--- config.mk ---
export PLATFORM = sky130hd
export DESIGN_NAME = tx_bonded_char_select
export DESIGN_NICKNAME = d
export VERILOG_FILES = /design/src/hdl/tx_bond_pkg.sv /design/src/hdl/tx_bonded_char_select.sv
export SDC_FILE = /design/constraint.sdc
export NUM_CORES = 1
export LEC_CHECK = 0
export BUFFER_PORTS_ARGS = -buffer_cell sky130_fd_sc_hd__buf_4
export CELL_PAD_IN_SITES_DETAIL_PLACEMENT = 1
export CELL_PAD_IN_SITES_GLOBAL_PLACEMENT = 1
export CORE_ASPECT_RATIO = 1.1
export CORE_MARGIN = 5
export CORE_UTILIZATION = 36
export CTS_CLUSTER_DIAMETER = 100
export DETAILED_ROUTE_END_ITERATION = 12
export HOLD_SLACK_MARGIN = 0.06
export PLACE_DENSITY = 0.79
export RECOVER_POWER = 50
export SKIP_CTS_REPAIR_TIMING = 1
export SYNTH_ARGS = -nofsm -noshare
export SYNTH_HDL_FRONTEND = slang
export SYNTH_SLANG_ARGS = --single-unit
--- constraint.sdc ---
create_clock -name clk -period 1.7 [get_ports clk]
set_clock_uncertainty 0.05 [all_clocks]
set_input_delay 0.34 -clock clk [delete_from_list [all_inputs] [get_ports clk]]
set_output_delay 0.34 -clock clk [all_outputs]
set_load 0.005 [all_outputs]
--- src/hdl/tx_bond_pkg.sv ---
// Summary of operation
// Dual bonding pairs A with B, C with D
// Dual: A type from A control pair
// Dual: B type from B high, A low
// Dual: B low set starts sync on A, B
// Dual: C type from C control pair
// Dual: D type from D high, C low
// Dual: D low set starts sync on C, D
// Quad bonding ignores C and D low bits
// Quad: each type from own high, A low
// Quad: B low set starts sync on all
// Shared character select never affects characters
// Host drives low enable bits for self test
// Self test channel ignores its parallel inputs
// Loopback forces enabled drivers to logic one
// Open enable latch passes high enables through
// Open enable latch low input disables driver
// Both drivers off powers channel logic down
// Closing enable latch holds all eight bits
// Device reset clears enable latch, drivers off
// Host presents control and byte together
// All bonded channels decode in one cycle
`default_nettype none
package tx_bond_pkg;

    // ------------------------------------------------------------
    // Register map and field positions
    // ------------------------------------------------------------
    localparam int unsigned      ADDR_W          = 12;
    localparam logic [11:0]      CTRL_OFFSET     = 12'h000;  // Control register.
    localparam logic [11:0]      STATUS_OFFSET   = 12'h004;  // Status register.
    localparam int unsigned      CTRL_BOND_LSB   = 0;        // Bonding select, two bits.
    localparam int unsigned      CTRL_LOOP_BIT   = 2;        // Local loopback enable.
    localparam int unsigned      CTRL_OUTPUT_ENABLE_LATCH_EN_BIT   = 3;        // Output enable latch enable.
    localparam int unsigned      CTRL_SELFTEST_LATCH_EN_BIT = 4;        // Self test latch enable.
    localparam int unsigned      CTRL_BITS_LSB   = 8;        // Driver enable bits, eight.
    localparam int unsigned      STAT_OE_LSB     = 0;        // Output enable latch.
    localparam int unsigned      STAT_BIST_LSB   = 8;        // Self test enable latch.
    localparam int unsigned      STAT_PWR_LSB    = 16;       // Channel power flags.

    // ------------------------------------------------------------
    // Mode codes and reset values
    // ------------------------------------------------------------
    localparam logic [1:0]       BOND_DUAL       = 2'h1;     // Middle level of the selector.
    localparam logic [1:0]       BOND_QUAD       = 2'h2;     // High level; 3 also counts as high.
    localparam logic [7:0]       OE_LATCH_RST    = 8'h00;    // All drivers disabled.
    localparam logic [7:0]       BIST_LATCH_RST  = 8'hFF;    // Self test disabled everywhere.

    // Character types; the first four equal the two-bit control code.
    typedef enum logic [2:0] {CT_DATA, CT_FILL, CT_SPECIAL, CT_WSYNC, CT_BIST} char_type_t;

    // ------------------------------------------------------------
    // Carriers
    // ------------------------------------------------------------
    typedef struct packed {
        logic              psel;
        logic              penable;
        logic              pwrite;
        logic [11:0]       paddr;
        logic [31:0]       pwdata;
    } apb_req_t;

    typedef struct packed {
        logic [31:0]       prdata;
        logic              pready;
        logic              pslverr;
    } apb_rsp_t;

    typedef struct packed {
        logic              valid;              // One character per channel this cycle.
        logic [3:0][1:0]   charCtlPerChannel;  // Index 0 is channel A.
        logic [3:0][7:0]   txParallelByte;
    } char_in_t;

    typedef struct packed {
        logic              strobe;
        char_type_t [3:0]  charType;
        logic [3:0][7:0]   charByte;
        logic [3:0][3:0]   syncIndex;          // Position inside a word sync sequence.
    } char_out_t;

    typedef struct packed {
        logic [1:0]        rxBondingSelect;
        logic              localLoopbackEn;
        logic              outputEnableLatchEn;
        logic              selftestLatchEn;
        logic [7:0]        driverEnableBits;
    } ctrl_t;

    typedef struct packed {
        ctrl_t             ctrl;
        logic [7:0]        oeLatch;
        logic [7:0]        bistLatch;
        logic [3:0][3:0]   syncCnt;
        char_out_t         out;
        logic [7:0]        driverOne;
        logic [3:0]        chanPower;
        apb_rsp_t          rsp;
    } state_t;

    localparam state_t STATE_RST = '{bistLatch: BIST_LATCH_RST, oeLatch: OE_LATCH_RST, default: '0};

endpackage
`default_nettype wire

--- src/hdl/tx_bonded_char_select.sv ---
`timescale 1ns/1ns
`default_nettype none
module tx_bonded_char_select
(
    // Clock, reset and clock enable
    input  wire logic                   clk,
    input  wire logic                   rstn,
    input  wire logic                   ce,
    // Register bus
    input  wire tx_bond_pkg::apb_req_t  apbReq,
    output var  tx_bond_pkg::apb_rsp_t  apbRsp,
    // Characters from host logic
    input  wire tx_bond_pkg::char_in_t  charIn,
    // Decoded characters toward the encoders
    output var  tx_bond_pkg::char_out_t charOut,
    // Serial driver control
    output var  logic [7:0]             driverEnable,
    output var  logic [7:0]             serialDriverOne,
    output var  logic [3:0]             channelPowered
);
    import tx_bond_pkg::*;

    // ------------------------------------------------------------
    // Decoding
    // ------------------------------------------------------------

    // Returns the character type of one channel from one sampled set of
    // control pairs. The shared character select is never an input here.
    function automatic char_type_t decodeType(input logic [3:0][1:0] ctl,
                                              input logic [1:0]      bond,
                                              input int unsigned     ch);
        logic [1:0]  pick;
        int unsigned grp;
        grp  = ch & 2;
        pick = ctl[ch];                                           // Unbonded mapping.
        if (bond == BOND_DUAL)
        begin
            if (ctl[grp + 1][0])
                pick = 2'h3;
            else
                pick = {ctl[ch][1], ctl[grp][0]};
        end
        else if (bond >= BOND_QUAD)
        begin
            // Low bits of C and D take no part in this branch.
            if (ctl[1][0])
                pick = 2'h3;
            else
                pick = {ctl[ch][1], ctl[0][0]};
        end
        return char_type_t'({1'b0, pick});
    endfunction

    // ------------------------------------------------------------
    // State
    // ------------------------------------------------------------
    state_t     st;           // Every flip-flop of the block.
    state_t     nx;           // Next value of the whole state.
    logic       setupSeen;    // Access phase waiting for its answer.
    logic       finishing;    // Access phase completing at this edge.
    logic       addrCtrl;     // Address hits the control register.
    logic       addrStat;     // Address hits the status register.
    ctrl_t      ctrlWr;       // Control value carried by a write.

    assign setupSeen = apbReq.psel && apbReq.penable && !st.rsp.pready;
    assign finishing = apbReq.psel && apbReq.penable && st.rsp.pready;
    assign addrCtrl  = apbReq.paddr == CTRL_OFFSET;
    assign addrStat  = apbReq.paddr == STATUS_OFFSET;
    assign ctrlWr    = '{rxBondingSelect:     apbReq.pwdata[CTRL_BOND_LSB +: 2],
                         localLoopbackEn:     apbReq.pwdata[CTRL_LOOP_BIT],
                         outputEnableLatchEn: apbReq.pwdata[CTRL_OUTPUT_ENABLE_LATCH_EN_BIT],
                         selftestLatchEn:     apbReq.pwdata[CTRL_SELFTEST_LATCH_EN_BIT],
                         driverEnableBits:    apbReq.pwdata[CTRL_BITS_LSB +: 8]};

    // ------------------------------------------------------------
    // Next state
    // ------------------------------------------------------------

    // All next values are worked out here; the process below only stores them.
    always_comb
    begin
        nx = st;

        // The slave answers one cycle into the access phase, so pready is a
        // one-cycle pulse and the data it carries comes from a flip-flop.
        nx.rsp.pready  = setupSeen;
        nx.rsp.pslverr = setupSeen && !(addrCtrl || addrStat);
        if (setupSeen)
        begin
            nx.rsp.prdata = 32'h0000_0000;
            if (addrCtrl)
            begin
                nx.rsp.prdata[CTRL_BOND_LSB +: 2]  = st.ctrl.rxBondingSelect;
                nx.rsp.prdata[CTRL_LOOP_BIT]       = st.ctrl.localLoopbackEn;
                nx.rsp.prdata[CTRL_OUTPUT_ENABLE_LATCH_EN_BIT]       = st.ctrl.outputEnableLatchEn;
                nx.rsp.prdata[CTRL_SELFTEST_LATCH_EN_BIT]     = st.ctrl.selftestLatchEn;
                nx.rsp.prdata[CTRL_BITS_LSB +: 8]  = st.ctrl.driverEnableBits;
            end
            else if (addrStat)
            begin
                nx.rsp.prdata[STAT_OE_LSB +: 8]    = st.oeLatch;
                nx.rsp.prdata[STAT_BIST_LSB +: 8]  = st.bistLatch;
                nx.rsp.prdata[STAT_PWR_LSB +: 4]   = st.chanPower;
            end
        end

        // A write lands only at the edge that completes the access.
        if (finishing && apbReq.pwrite && addrCtrl)
            nx.ctrl = ctrlWr;

        // Both latches are open while their enable is high, and a write that
        // drops the enable still captures the bits written with it, which is
        // the value present on the falling transition.
        if (st.ctrl.outputEnableLatchEn || nx.ctrl.outputEnableLatchEn)
            nx.oeLatch = nx.ctrl.driverEnableBits;
        if (st.ctrl.selftestLatchEn || nx.ctrl.selftestLatchEn)
            nx.bistLatch = nx.ctrl.driverEnableBits;

        // Every channel decodes from the same sampled control set.
        nx.out.strobe = charIn.valid;
        if (charIn.valid)
        begin
            for (int unsigned ch = 0; ch < 4; ch++)
            begin
                if (!st.bistLatch[2 * ch + 1])
                begin
                    // Self test owns the channel; its inputs are dropped.
                    nx.out.charType[ch]  = CT_BIST;
                    nx.out.charByte[ch]  = 8'h00;
                    nx.out.syncIndex[ch] = 4'h0;
                    nx.syncCnt[ch]       = 4'h0;
                end
                else if (st.syncCnt[ch] != 4'h0)
                begin
                    // A started sequence runs its sixteen characters out.
                    nx.out.charType[ch]  = CT_WSYNC;
                    nx.out.charByte[ch]  = charIn.txParallelByte[ch];
                    nx.out.syncIndex[ch] = st.syncCnt[ch];
                    nx.syncCnt[ch]       = st.syncCnt[ch] + 4'h1;
                end
                else
                begin
                    nx.out.charType[ch]  = decodeType(charIn.charCtlPerChannel,
                                                      st.ctrl.rxBondingSelect, ch);
                    nx.out.charByte[ch]  = charIn.txParallelByte[ch];
                    nx.out.syncIndex[ch] = 4'h0;
                    nx.syncCnt[ch]       = (nx.out.charType[ch] == CT_WSYNC) ? 4'h1 : 4'h0;
                end
            end
        end

        // Driver outputs follow the latch; loopback drives a steady one.
        nx.driverOne = nx.ctrl.localLoopbackEn ? nx.oeLatch : 8'h00;
        for (int unsigned ch = 0; ch < 4; ch++)
            nx.chanPower[ch] = nx.oeLatch[2 * ch] || nx.oeLatch[2 * ch + 1];
    end

    // ------------------------------------------------------------
    // Storage
    // ------------------------------------------------------------

    // The reset clears the output enable latch and opens no self test.
    // A low clock enable freezes the block, the bus slave included.
    always_ff @(posedge clk or negedge rstn)
    begin
        if (!rstn)
            st <= STATE_RST;
        else if (ce)
            st <= nx;
    end

    assign apbRsp          = st.rsp;
    assign charOut         = st.out;
    assign driverEnable    = st.oeLatch;
    assign serialDriverOne = st.driverOne;
    assign channelPowered  = st.chanPower;

    logic decA;   // Channel A free to decode this cycle.
    logic decC;   // Channel C free to decode this cycle.
    logic decD;   // Channel D free to decode this cycle.
    logic ctlWr;  // Control register written at this edge.
    assign decA  = ce && charIn.valid && st.bistLatch[1] && st.syncCnt[0] == 4'h0;
    assign decC  = ce && charIn.valid && st.bistLatch[5] && st.syncCnt[2] == 4'h0;
    assign decD  = ce && charIn.valid && st.bistLatch[7] && st.syncCnt[3] == 4'h0;
    assign ctlWr = finishing && apbReq.pwrite && addrCtrl;
endmodule
`default_nettype wire

# == Yosys cells after proc, flatten, opt, wreduce, memory -nomap -nowiden ==
# Index checks and enable logic that the tools add are counted.
# totals
output_inout_bits,115
wordCells,130
reg_bits,140
input_bits,91
# classes
reduce_logical,24
n_lt_le_gt_ge,1
add_sub_neg,4
n_mux,66
eq_ne,6
# ops
op,n
4-bit 2-to-1 mux,17
2-bit 2-to-1 mux,30
8-bit 2-to-1 mux,7
20-bit 2-to-1 mux,1
"4-bit by 1-bit adder with 4-bit output, second input constant",4
4-bit nonzero test,4
3-bit 2-to-1 mux,5
"12-bit by 3-bit == test with 1-bit output, second input constant",1
12-bit logical NOT,1
11-bit 2-to-1 mux,1
"2-bit == test, second input constant",4
2-bit AND reduction,4
1-bit logical OR,7
1-bit logical AND,6
5-bit 2-to-1 mux,1
1-bit 2-to-1 mux,4
"2-bit by 1-bit == test with 1-bit output, second input constant",1
"2-bit greater-or-equal comparator, second input constant",1
1-bit logical NOT,2

# == Depth between registers and ports, before layout ==
# Gate-level depths: netlist of run 1.
# depth
word_depth,10
mapped_depth,7
depth_no_buf,7

# == Worst setup path before layout of run 1 ==
# OpenSTA, ideal clock, no wires.
# synth_timing
path_type,register -> register
start,register st[111] in the netlist's numbering
end,register st[111] in the netlist's numbering
synth_period_minus_slack_ns,1.846
setup_slack_ns,-0.146
required_time_ns,1.517
arrival_ns,1.663
path_stages_with_launch,8
setup_ns,0.133
path_cell_list,dfrtp_1 inv_1 ha_1 or3b_2 o31ai_1 nor3_1 o21ai_0 o41ai_1
# synth_between
elab_chain_len,3
elab_cells_between_ends,4
cone_classes,add/sub (1); mux (2); reduce/logical (1)
# synth_lines
element,line_no,rtl
"start, declared",tx_bonded_char_select.sv:57,state_t st;
"start signal, assigned",tx_bonded_char_select.sv:169,st <= nx;
4-bit by 1-bit adder with 4-bit output or 4-bit nonzero test (tied branches),"tx_bonded_char_select.sv:139, tx_bonded_char_select.sv:133",
4-bit 2-to-1 mux *,tx_bonded_char_select.sv:133,else if (st.syncCnt[ch] != 4'h0)
4-bit 2-to-1 mux *,tx_bonded_char_select.sv:125,if (!st.bistLatch[2 * ch + 1])
# Mark *: on every way between the ends. The rest lies on a longest branch, timed or not.
# A chain may end at the register's enable or synchronous reset.

# == Worst setup path after layout of run 1 ==
# layout_timing
start,register st (netlist bit apbRsp[1])
end,register st (netlist bit serialDriverOne[4])
# layout_between
elab_chain_len,7
# layout_lines
element,line_no,rtl
1-bit logical AND *,tx_bonded_char_select.sv:66,assign finishing = apbReq.psel && apbReq.penable && st.rsp.pready;
1-bit logical AND * (2 in series),n/a,
11-bit 2-to-1 mux *,tx_bonded_char_select.sv:108,if (finishing && apbReq.pwrite && addrCtrl)
1-bit logical OR,tx_bonded_char_select.sv:114,if (st.ctrl.outputEnableLatchEn || nx.ctrl.outputEnableLatchEn)
8-bit 2-to-1 mux,tx_bonded_char_select.sv:114,
8-bit 2-to-1 mux *,tx_bonded_char_select.sv:153,nx.driverOne = nx.ctrl.localLoopbackEn ? nx.oeLatch : 8'h00;
# Marked as above.

==> metrics.md, run 1 <==
| Metric | Value |
|---|---|
| TritonCTS buffer count | 17 |
| Required time worst endpoint | roughly 1900 ps |
| Die area | 23000 sq um |
| Tightest Pin Transition | 1180 ps |
| Multi-input gate area | 2780 sq um |
| Largest net degree at the start of global routing | between 40 and 50 |
| Final worst setup slack | -175 ps |
| Initial Util | 0.365 |
| Critical-path cell list | nor4b_4 -> nand4_4 -> buf_12 -> mux2_2 -> o221ai_4 -> o22ai_1 |
| Die Y | roughly 160 microns |
| Crit. End Element | flop |
| Vias | between 5k and 6k |
| Fillcell total | 2251 |
| Vias/cell | ~5 |
| Number of flops mapped to enable cells by yosys | 0 |
| WHS Endpoint | charOut[18] |
| Final clock period utilization by the worst path | 1.10 |
| Syn Inst Count | 736 |
| Placed Instances | 1070 |
| R2r worst-path depth | 6 |
| Critical Path Source Type | flop |
| VDD IR max | 0.660 mV |
| Leakage | 0.00468 uW |
| Worst path buffer plus inverter count | 1 |
| Ports | roughly 210 |
| Fin Setup TNS | -3180 ps |
| Relative slew margins | 0.210 |
| Root Buffer | clkbuf_16 |
| Most frequent cells in the layout | 217 x buf_4, 142 x nand2_1, 132 x dfrtp_1, 53 x nand3_1 |
| Routed wl met3 | 1210 microns |
| Worst-path fanout max | 10 |
| Slew Viols, Final | 0 |
| Total track usage | 0.175 |
| Area grow syn2layout | 26.7% |
| Hold Path Class | in2reg |
| H-tree depth | 4 |
| Max-cap violations | 0 |
| Post-synthesis register bit count | 140 |
| Fmax | around 0.53 GHz |
| Final instance area | between 9000 and 10000 sq um |
| Clk_lat worst skew | between 400 and 500 ps |
| CTS sink cnt | 140 |
| Crit path kind | reg2reg |
| Total congestion overflow | 0 |
| Vias in the first global route | between 6k and 7k |
| Row Count | 54 |
| DP Area | roughly 8400 sq um |
| Arr. time, crit path | about 2100 ps |
| GPL Wtd Cong | 0.852 |
| Port bufs | 174 |
| Core ar. | 19800 sq um |
| Synth Flop Type | dfrtp_1 |
| Initial antenna violation count | 0 |
| Total Routed Length | a little over 20000 microns |
| Post-synthesis cell area | between 7000 and 8000 sq um |
| Hold Crit Start | charIn[2] |
| Number of remaining DRC errors | 0 |
| Syn Area/Cell | slightly below 10 sq um |
| Max Used Layer | met4 |
| Share of cells above drive strength 1 | 0.371 |
| Fin nets | roughly 940 |
| Die width | 145 microns |
| Family with the most delay on the worst path | simple AND/OR/NAND/NOR gates |
| Commonest non-fill, non-tap cell in the layout | buf_4 |
| Sequential area share after synthesis | 0.486 |
| Crit Reg-Reg Endpoint | serialDriverOne[4] |
| Initial DRC Count | between 200 and 250 |
| Failing checks | setup timing |
| Clk slew on worst S/H paths | 60 ps |
| RR Startpoint | apbRsp[1] |
| Unique cell type count in the Yosys netlist | 53 |
| Slowest stage delay, CP | about 380 ps |
| Hold Crit Depth | 3 |
| Endpoints failing setup | 29 |
| Met2 WL | between 10000 and 15000 microns |
| Post-layout minimum cycle time | around 1900 ps |
| Flop2flop setup slack | -180 ps |
| Antenna Cells | 0 |
| Pwr Density | around 1000 nW/um^2 |
| DP HPWL | 15000 microns |
| Status | complete, but fails checks |
| Area occupied by registers | approximately 3500 sq um |
| RSZ-0062 raised after global routing | true |
| TritonCTS clock tree | done |
| Yosys warning total | 0 |
| Synth async-reset ratio | 1.00 |
| WL met1 | 8690 microns |
| CTS max path bufs | 2 |
| TritonRoute pass-1 iters | 4 |
| Crit path max-delay cell type | dfrtp_1 |
| Final std cells w/o fill | around 1.1k |
| First-pass GRT wire length | about 32000 microns |
| Final antenna-violating net count | 0 |
| Final hold slack | ~95 ps |
| Final hold viol count | 0 |
| DR WL/cell | between 15 and 20 microns |
-- state kept, by name, indices dropped and copies added, names as in the netlist --
| name | count |
|---|---|
| charOut | 61 |
| st | 37 |
| apbRsp | 22 |
| driverEnable | 8 |
| serialDriverOne | 8 |
| channelPowered | 4 |
-- how the worst max path moves through the flow --
stage	from	slack, ps	endpoint	depth (start not counted)
floorplan	apbReq[42]	-80	st[141]	6
global placement	apbReq[37]	-320	st[124]	7
detailed placement	apbReq[37]	-390	st[126]	7
CTS	apbRsp[1]	-210	channelPowered[2]	6
global route	apbRsp[1]	-270	channelPowered[2]	8
finish	apbRsp[1]	-180	serialDriverOne[4]	6
-- cells in the mapped netlist, types with 9 or more instances --
| cell | number | area, sq um |
|---|---|---|
| inv_1 | 32 | 120 |
| dfrtp_1 | 132 | 3300 |
| o21ai_0 | 34 | 170 |
| mux2i_1 | 23 | 230 |
| nand3_1 | 53 | 265 |
| buf_4 | 116 | 871 |
| mux2_2 | 15 | 169 |
| o31ai_1 | 19 | 143 |
| buf_1 | 11 | 41.3 |
| nor2_1 | 13 | 48.8 |
| mux2_4 | 10 | 150 |
| a22o_1 | 9 | 78.8 |
| nand2_1 | 143 | 537 |
| o22ai_1 | 9 | 56.3 |
| clkbuf_1 | 23 | 86.3 |
-- worst register-to-register path, cell delays in order (launching register included) --
cell and delay, ps:
dfrtp_1 380, nor4b_4 300, nand4_4 140, buf_12 180, mux2_2 310, o221ai_4 230
o22ai_1 140
-- stage by stage --
stage                     setup slack, ps  utilization  power (uW)
after floorplan                     -79.6            -        4710
after global placement               -319        0.423        5230
after detailed placement             -387        0.423        5270
after CTS                            -205        0.454        9280
after global routing                 -267        0.463        9710
final                                -175        0.463        9270
-- cell type report --
type	count	share of cell area
Clock inverter	10	0.0177
Tap cell	252	0.0344
Multi-Input combinational cell	422	0.303
Sequential cell	140	0.383
Timing Repair Buffer	230	0.198
Clock buffer	21	0.0502
Inverter	32	0.0131
-- per-layer routing --
layer,up-vias,GRT usage
met5,-,0
met4,0,0.0542
met2,176,0.307
li1,2594,-
met1,2745,0.205
met3,26,0.0561
-- kinds of logic after synthesis --
group / Yosys count / share of synthesized area
AOI/OAI and AO/OA: 107 / 0.104
adders and majority gates: 8 / 0.0138
buffers and inverters: 186 / 0.159
DFF: 140 / 0.486
muxes: 49 / 0.0775
other: 1 / 0.000518
and+or+nand+nor: 245 / 0.159
-- report_power, final --
group | total [uW] | switching, uW | internal (uW)
registers | 3830 | 238 | 3590
clock network | 3960 | 1430 | 2530
logic | 1490 | 742 | 748
total | 9270 | 2410 | 6860
Note: power is estimated with default switching activity, not from simulation.
==> run 2, diff against run 1 <==
--- a/config.mk
+++ b/config.mk
@@ -10,11 +10,11 @@
 export CELL_PAD_IN_SITES_GLOBAL_PLACEMENT = 1
 export CORE_ASPECT_RATIO = 1.1
 export CORE_MARGIN = 5
-export CORE_UTILIZATION = 36
+export CORE_UTILIZATION = 43
 export CTS_CLUSTER_DIAMETER = 100
 export DETAILED_ROUTE_END_ITERATION = 12
 export HOLD_SLACK_MARGIN = 0.06
-export PLACE_DENSITY = 0.79
+export PLACE_DENSITY = 0.88
 export RECOVER_POWER = 50
 export SKIP_CTS_REPAIR_TIMING = 1
 export SYNTH_ARGS = -nofsm -noshare
==> constraint.sdc (replaced) <==
create_clock -name clk -period 2.2 [get_ports clk]
set_clock_uncertainty 0.05 [all_clocks]
set_input_delay 0.44 -clock clk [delete_from_list [all_inputs] [get_ports clk]]
set_output_delay 0.44 -clock clk [all_outputs]
set_load 0.005 [all_outputs]
==> run 2 against run 1 <==
Against the previous run: final cell count down 7.5%; global-route usage grew 3.7 points; largest cell class unchanged; wire length fell by 1.4%; die area decreased by 15%; critical path depth grew 1; highest routed layer unchanged; non-clock buffer count down 35; the flow now finishes without violations; first-iteration DRC count shrank 7.6%; clock power fell by 28%; cell area is 6.4% lower; via count down 2.8%.
==> metrics.md, run 2 (synthesis results as in run 1) <==
| Metric | Value |
|---|---|
| Status | complete, no violations (was complete, but fails checks) |
| Worst-path fanout max | 5 (was 10) |
| Leakage | 0.00440 uW (was 0.00468 uW) |
| TritonCTS clock tree | done (unchanged) |
| P_int | 4990 uW (was 6860 uW) |
| Max-cap violations | 0 (unchanged) |
| Antenna Cells | 0 (unchanged) |
| Switch Pwr | 1890 uW (was 2410 uW) |
| Fin nets | 906 (was 942) |
| Total congestion overflow | 0 (unchanged) |
| Most frequent cells in the layout | 176 x buf_4, 142 x nand2_1, 132 x dfrtp_1, 53 x nand3_1, 34 x o21ai_0 (was 217 x buf_4, 142 x nand2_1, 132 x dfrtp_1, 53 x nand3_1) |
| Row Count | 49 (was 54) |
| Initial DRC Count | 207 (was 224) |
| Placed Instances | 991 (was 1070) |
| Die area | 19500 sq um (was 23000 sq um) |
| Fmax | 0.480 GHz (was 0.533 GHz) |
| Initial antenna violation count | 0 (unchanged) |
| Multi-input gate area | 2610 sq um (was 2780 sq um) |
| H-tree depth | 4 (unchanged) |
| DP HPWL | 14400 microns (was 15000 microns) |
| Initial Util | 0.440 (was 0.365) |
| Final core occ | 0.522 (was 0.463) |
| Total track usage | 0.212 (was 0.175) |
| Core ar. | 16400 sq um (was 19800 sq um) |
| Area occupied by registers | 3510 sq um (unchanged) |
| Number of flip-flops in the largest register | 61 (unchanged) |
| Slowest stage delay, CP | 520 ps (was 380 ps) |
| Total Routed Length | 20200 microns (was 20500 microns) |
| Vias/cell | 5.26 (was 5.01) |
| Slew Viols, Final | 0 (unchanged) |
| Port bufs | 174 (unchanged) |
| Vias | 5388 (was 5541) |
| Vias in the first global route | 5998 (was 6043) |
| Commonest non-fill, non-tap cell in the layout | buf_4 (unchanged) |
| Endpoints failing setup | 0 (was 29) |
| Clock share of power | 0.416 (was 0.427) |
| Final std cells w/o fill | 1024 (was 1107) |
| Sw frac | 0.275 (was 0.260) |
| Met1 Usage GRT | 0.248 (was 0.205) |
| Flop pwr share | 0.432 (was 0.413) |
| GRT met2 Usage | 0.377 (was 0.307) |
| TritonCTS buffer count | 17 (unchanged) |
| Critical Path Source Type | flop (unchanged) |
| Largest net degree at the start of global routing | 64 (was 42) |
| CTS max path bufs | 2 (unchanged) |
| First-pass GRT wire length | 32700 microns (was 32300 microns) |
| Die width | 134 microns (was 145 microns) |
| Crit path max-delay cell type | or3b_2 (was dfrtp_1) |
| Clk slew on worst S/H paths | 70 ps (was 60 ps) |
| Clk_lat worst skew | 420 ps (about the same) |
| Arr. time, crit path | 2320 ps (was 2110 ps) |
| Number of remaining DRC errors | 0 (unchanged) |
| Final antenna-violating net count | 0 (unchanged) |
| Critical-path cell list | inv_1 -> ha_1 -> or3b_2 -> o31ai_1 -> nor3_1 -> o21ai_0 -> o41ai_1 (was nor4b_4 -> nand4_4 -> buf_12 -> mux2_2 -> o221ai_4 -> o22ai_1) |
| Crit. End Element | flop (unchanged) |
| Crit path kind | reg2reg (unchanged) |
| Logic pwr share | 0.152 (was 0.161) |
| Pwr Density | 802 nW/um^2 (was 1010 nW/um^2) |
| Fin Setup TNS | 0 ps (was -3180 ps) |
| Worst path buffer plus inverter count | 1 (unchanged) |
| Ports | 206 (unchanged) |
| RSZ-0062 raised after global routing | false (was true) |
| Share of cells above drive strength 1 | 0.324 (was 0.371) |
| Pwr Total | 6880 uW (was 9270 uW) |
| Family with the most delay on the worst path | simple AND/OR/NAND/NOR gates (unchanged) |
| Fillcell total | 1856 (was 2251) |
| Relative slew margins | 0.223 (was 0.210) |
| GR peak layer | met2 (unchanged) |
| Root Buffer | clkbuf_16 (unchanged) |
| Final hold viol count | 0 (unchanged) |
| Post-layout minimum cycle time | 2080 ps (was 1880 ps) |
| Required time worst endpoint | 2430 ps (was 1940 ps) |
| Hold Path Class | in2reg (unchanged) |
| CTS sink cnt | 140 (unchanged) |
| VDD IR max | 0.473 mV (was 0.660 mV) |
| GPL Wtd Cong | 0.789 (was 0.852) |
| Final clock period utilization by the worst path | 0.947 (was 1.10) |
| DR WL/cell | 19.7 microns (was 18.5 microns) |
| TritonRoute pass-1 iters | 4 (unchanged) |
| Met3 Use GR | 0.0564 (was 0.0561) |
| Die Y | 146 microns (was 159 microns) |
| Tightest Pin Transition | 1170 ps (was 1180 ps) |
| Area grow syn2layout | 18.6% (was 26.7%) |
==> run 2: cell types whose count changed in the layout (fill, tap and decap cells not counted), moves of 4 or more <==
| cell | previous run | this run |
|---|---|---|
| clkbuf_4 | 0 | 7 |
| mux2_4 | 17 | 10 |
| mux2_2 | 8 | 15 |
| buf_4 | 217 | 176 |
| o221ai_4 | 6 | 0 |
| o221ai_2 | 1 | 6 |
| buf_6 | 4 | 0 |
==> run 2: final timing paths <==
check | start | end | slack (ps) | cells past startpoint
setup / recovery | st[111] | st[111] | 120 | 7
hold / removal | apbReq[1] | st[151] | 200 | 2
setup reg to reg | st[111] | st[111] | 120 | 7
hold reg to reg | charOut[22] | charOut[22] | 410 | 2
max in group asynchronous | rstn | st[129] | 260 | 3
min in group asynchronous | rstn | charOut[9] | 750 | 2
==> run 2: metal layers <==
metal,routed length (microns),share of wire,vias to the layer above
met5,0,0,-
li1,-,-,2516
met4,410,0.020,0
met2,10600,0.52,163
met3,1260,0.062,29
met1,7970,0.39,2680
==> run 2: final cells by class <==
cell class              instances  share of cell area
repair buffers                195               0.174
well taps                     204              0.0297
clock buffers                  20              0.0520
multi-input cells             421               0.304
inverters                      32              0.0140
flip-flops and latches        140               0.409
clock inverters                12              0.0162
==> run 2: power by group through the flow <==
stage / Combinational [uW] / Sequential [uW] / Clock [uW]
floorplan: 716 / 2920 / 0
global route: 1170 / 3000 / 3020
finish: 1050 / 2970 / 2860
detailed placement: 1060 / 3010 / 0
CTS: 1070 / 2970 / 2920
global placement: 1000 / 2990 / 0
==> run 2: per-stage QoR <==
| step | cell area (sq um) | hold slack, ps | setup slack (ps) |
|---|---|---|---|
| final | 8580 | 198 | 116 |
| after global routing | 8580 | 192 | 32.0 |
| after CTS | 8610 | -98.7 | 120 |
| after detailed placement | 8030 | 348 | -120 |
| after global placement | 8030 | 340 | -0.977 |
| after floorplan | 7270 | 94.4 | 265 |
==> run 3, diff against run 2 <==
--- a/config.mk
+++ b/config.mk
@@ -16,6 +16,7 @@
 export HOLD_SLACK_MARGIN = 0.06
 export PLACE_DENSITY = 0.88
 export RECOVER_POWER = 50
+export SETUP_SLACK_MARGIN = 0.15
 export SKIP_CTS_REPAIR_TIMING = 1
 export SYNTH_ARGS = -nofsm -noshare
 export SYNTH_HDL_FRONTEND = slang
==> run 3 against run 2 <==
Against the previous run: via count increased by 0.63%; global-route usage did not move; clock power is essentially flat; sequential share of layout area fell by 0.26 points; die area stayed put.
==> metrics.md, run 3 (synthesis results as in run 1) <==
| Metric | Value |
|---|---|
| Logic pwr share | 0.154 (was 0.152) |
| Placed Instances | 991 (unchanged) |
| Status | complete, no violations (unchanged) |
| Die area | 19500 sq um (unchanged) |
| Die width | 134 microns (unchanged) |
| Port bufs | 174 (unchanged) |
| Crit Reg-Reg Endpoint | st[111] (unchanged) |
| Most frequent cells in the layout | 180 x buf_4, 141 x nand2_1, 132 x dfrtp_1, 53 x nand3_1, 34 x o21ai_0 (was 176 x buf_4, 142 x nand2_1, 132 x dfrtp_1, 53 x nand3_1, 34 x o21ai_0) |
| Worst path buffer plus inverter count | 1 (unchanged) |
| Family with the most delay on the worst path | simple AND/OR/NAND/NOR gates (unchanged) |
| Flop2flop setup slack | 200 ps (was 120 ps) |
| Vias in the first global route | 5998 (unchanged) |
| Tightest Pin Transition | 1190 ps (was 1170 ps) |
| Antenna Cells | 0 (unchanged) |
| Sw frac | 0.276 (was 0.275) |
| Flop pwr share | 0.431 (was 0.432) |
| Clk slew on worst S/H paths | 70 ps (about the same) |
| Slew Viols, Final | 0 (unchanged) |
| Critical Path Source Type | flop (unchanged) |
| Area grow syn2layout | 19.4% (was 18.6%) |
| GPL Wtd Cong | 0.789 (unchanged) |
| Critical-path cell list | inv_1 -> ha_1 -> or3b_2 -> o31ai_2 -> nor3_1 -> o21ai_0 -> o41ai_1 (was inv_1 -> ha_1 -> or3b_2 -> o31ai_1 -> nor3_1 -> o21ai_0 -> o41ai_1) |
| Arr. time, crit path | 2240 ps (was 2320 ps) |
| Critical path endpoint | st[111] (unchanged) |
| Number of flip-flops in the largest register | 61 (unchanged) |
| Crit. End Element | flop (unchanged) |
| First-pass GRT wire length | 32700 microns (unchanged) |
| Vias | 5422 (was 5388) |
| Share of cells above drive strength 1 | 0.328 (was 0.324) |
| Max-cap violations | 0 (unchanged) |
| Relative slew margins | 0.205 (was 0.223) |
| Crit path max-delay cell type | or3b_2 (unchanged) |
| Initial antenna violation count | 0 (unchanged) |
| Worst-path fanout max | 5 (unchanged) |
| Final clock period utilization by the worst path | 0.910 (was 0.947) |
| Total congestion overflow | 0 (unchanged) |
| Commonest non-fill, non-tap cell in the layout | buf_4 (unchanged) |
| Required time worst endpoint | 2430 ps (about the same) |
| Crit path kind | reg2reg (unchanged) |
| CTS max path bufs | 2 (unchanged) |
| RSZ-0062 raised after global routing | true (was false) |
| Switch Pwr | 1910 uW (was 1890 uW) |
| Total Routed Length | 20300 microns (was 20200 microns) |
| Clk_lat worst skew | 420 ps (about the same) |
| Initial DRC Count | 235 (was 207) |
| Total track usage | 0.212 (unchanged) |
| P_int | 5000 uW (was 4990 uW) |
| TritonCTS clock tree | done (unchanged) |
| R2r worst-path depth | 7 (unchanged) |
| H-tree depth | 4 (unchanged) |
| Final std cells w/o fill | 1026 (was 1024) |
| TritonRoute pass-1 iters | 4 (unchanged) |
| Clock share of power | 0.415 (was 0.416) |
| Pwr Density | 800 nW/um^2 (was 802 nW/um^2) |
| RR Startpoint | st[111] (unchanged) |
| Core ar. | 16400 sq um (unchanged) |
| Fin nets | 908 (was 906) |
| Endpoints failing setup | 0 (unchanged) |
| CTS sink cnt | 140 (unchanged) |
| Final hold viol count | 0 (unchanged) |
| Largest net degree at the start of global routing | 64 (unchanged) |
| Leakage | 0.00441 uW (was 0.00440 uW) |
| Final core occ | 0.526 (was 0.522) |
| Die Y | 146 microns (unchanged) |
| Ports | 206 (unchanged) |
| TritonCTS buffer count | 17 (unchanged) |
| Number of remaining DRC errors | 0 (unchanged) |
| Vias/cell | 5.28 (was 5.26) |
| Row Count | 49 (unchanged) |
| Hold Path Class | in2reg (unchanged) |
| Final antenna-violating net count | 0 (unchanged) |
| WP depth | 7 (unchanged) |
| Fmax | 0.499 GHz (was 0.480 GHz) |
| Root Buffer | clkbuf_16 (unchanged) |
| DR WL/cell | 19.8 microns (was 19.7 microns) |
| VDD IR max | 0.482 mV (was 0.473 mV) |
| DP HPWL | 14400 microns (unchanged) |
| Setup crit start | st[111] (unchanged) |
| Initial Util | 0.440 (unchanged) |
| Slowest stage delay, CP | 520 ps (about the same) |
| Post-layout minimum cycle time | 2000 ps (was 2080 ps) |
==> run 3: cell count changes in the layout (fill, tap and decap cells not counted) <==
| cell | before | now |
|---|---|---|
| buf_4 | 176 | 180 |
| clkbuf_2 | 4 | 1 |
| buf_12 | 4 | 5 |
| nand2_1 | 142 | 141 |
| nand2_2 | 3 | 4 |
| o221ai_2 | 6 | 5 |
| o221ai_4 | 0 | 1 |
| o31ai_1 | 19 | 18 |
| o31ai_2 | 0 | 1 |
==> run 3: final cells by class <==
type                       count  area [sq um]
sequential                   140          3510
multi-input combinational    421          2630
clock inverter                12           139
tap                          204           255
timing repair buffer         197          1530
fill                        1857          7790
inverter                      32           120
clock buffer                  20           447
==> run 3: worst min-delay path by stage <==
| stage | depth (start not counted) | to | startpoint |
|---|---|---|---|
| floorplan | 0 | apbRsp[0] | rstn |
| global placement | 1 | charOut[59] | rstn |
| detailed placement | 1 | charOut[9] | rstn |
| CTS | 1 | apbRsp[13] | rstn |
| global route | 2 | st[151] | apbReq[1] |
| finish | 2 | st[151] | apbReq[1] |
==> run 3: power by group through the flow <==
stage	logic, uW	clock network (uW)	registers (uW)
2_1_floorplan	716	0	2920
3_3_place_gp	1000	0	2990
3_5_place_dp	1060	0	3010
4_1_cts	1070	2920	2970
5_1_grt	1180	3020	3000
6_report	1070	2870	2970
==> run 3: metal layers <==
layer,share of wire,GRT usage,vias to the layer above
li1,-,-,2518
met1,0.40,0.248,2713
met2,0.52,0.377,160
met3,0.057,0.0564,31
met4,0.022,0.0684,0
met5,0,0,-
==> run 3: stage by stage <==
stage                     hold slack (ps)  total power [uW]  setup WS [ps]  setup TNS [ps]  instance area (sq um)
after floorplan                      94.4              3640            265               0                   7270
after global placement                340              3990         -0.977          -0.977                   8030
after detailed placement              348              4070           -120           -1060                   8030
after CTS                           -98.7              6960            120               0                   8610
after global routing                  192              7200            124               0                   8640
final                                 200              6910            198               0                   8640
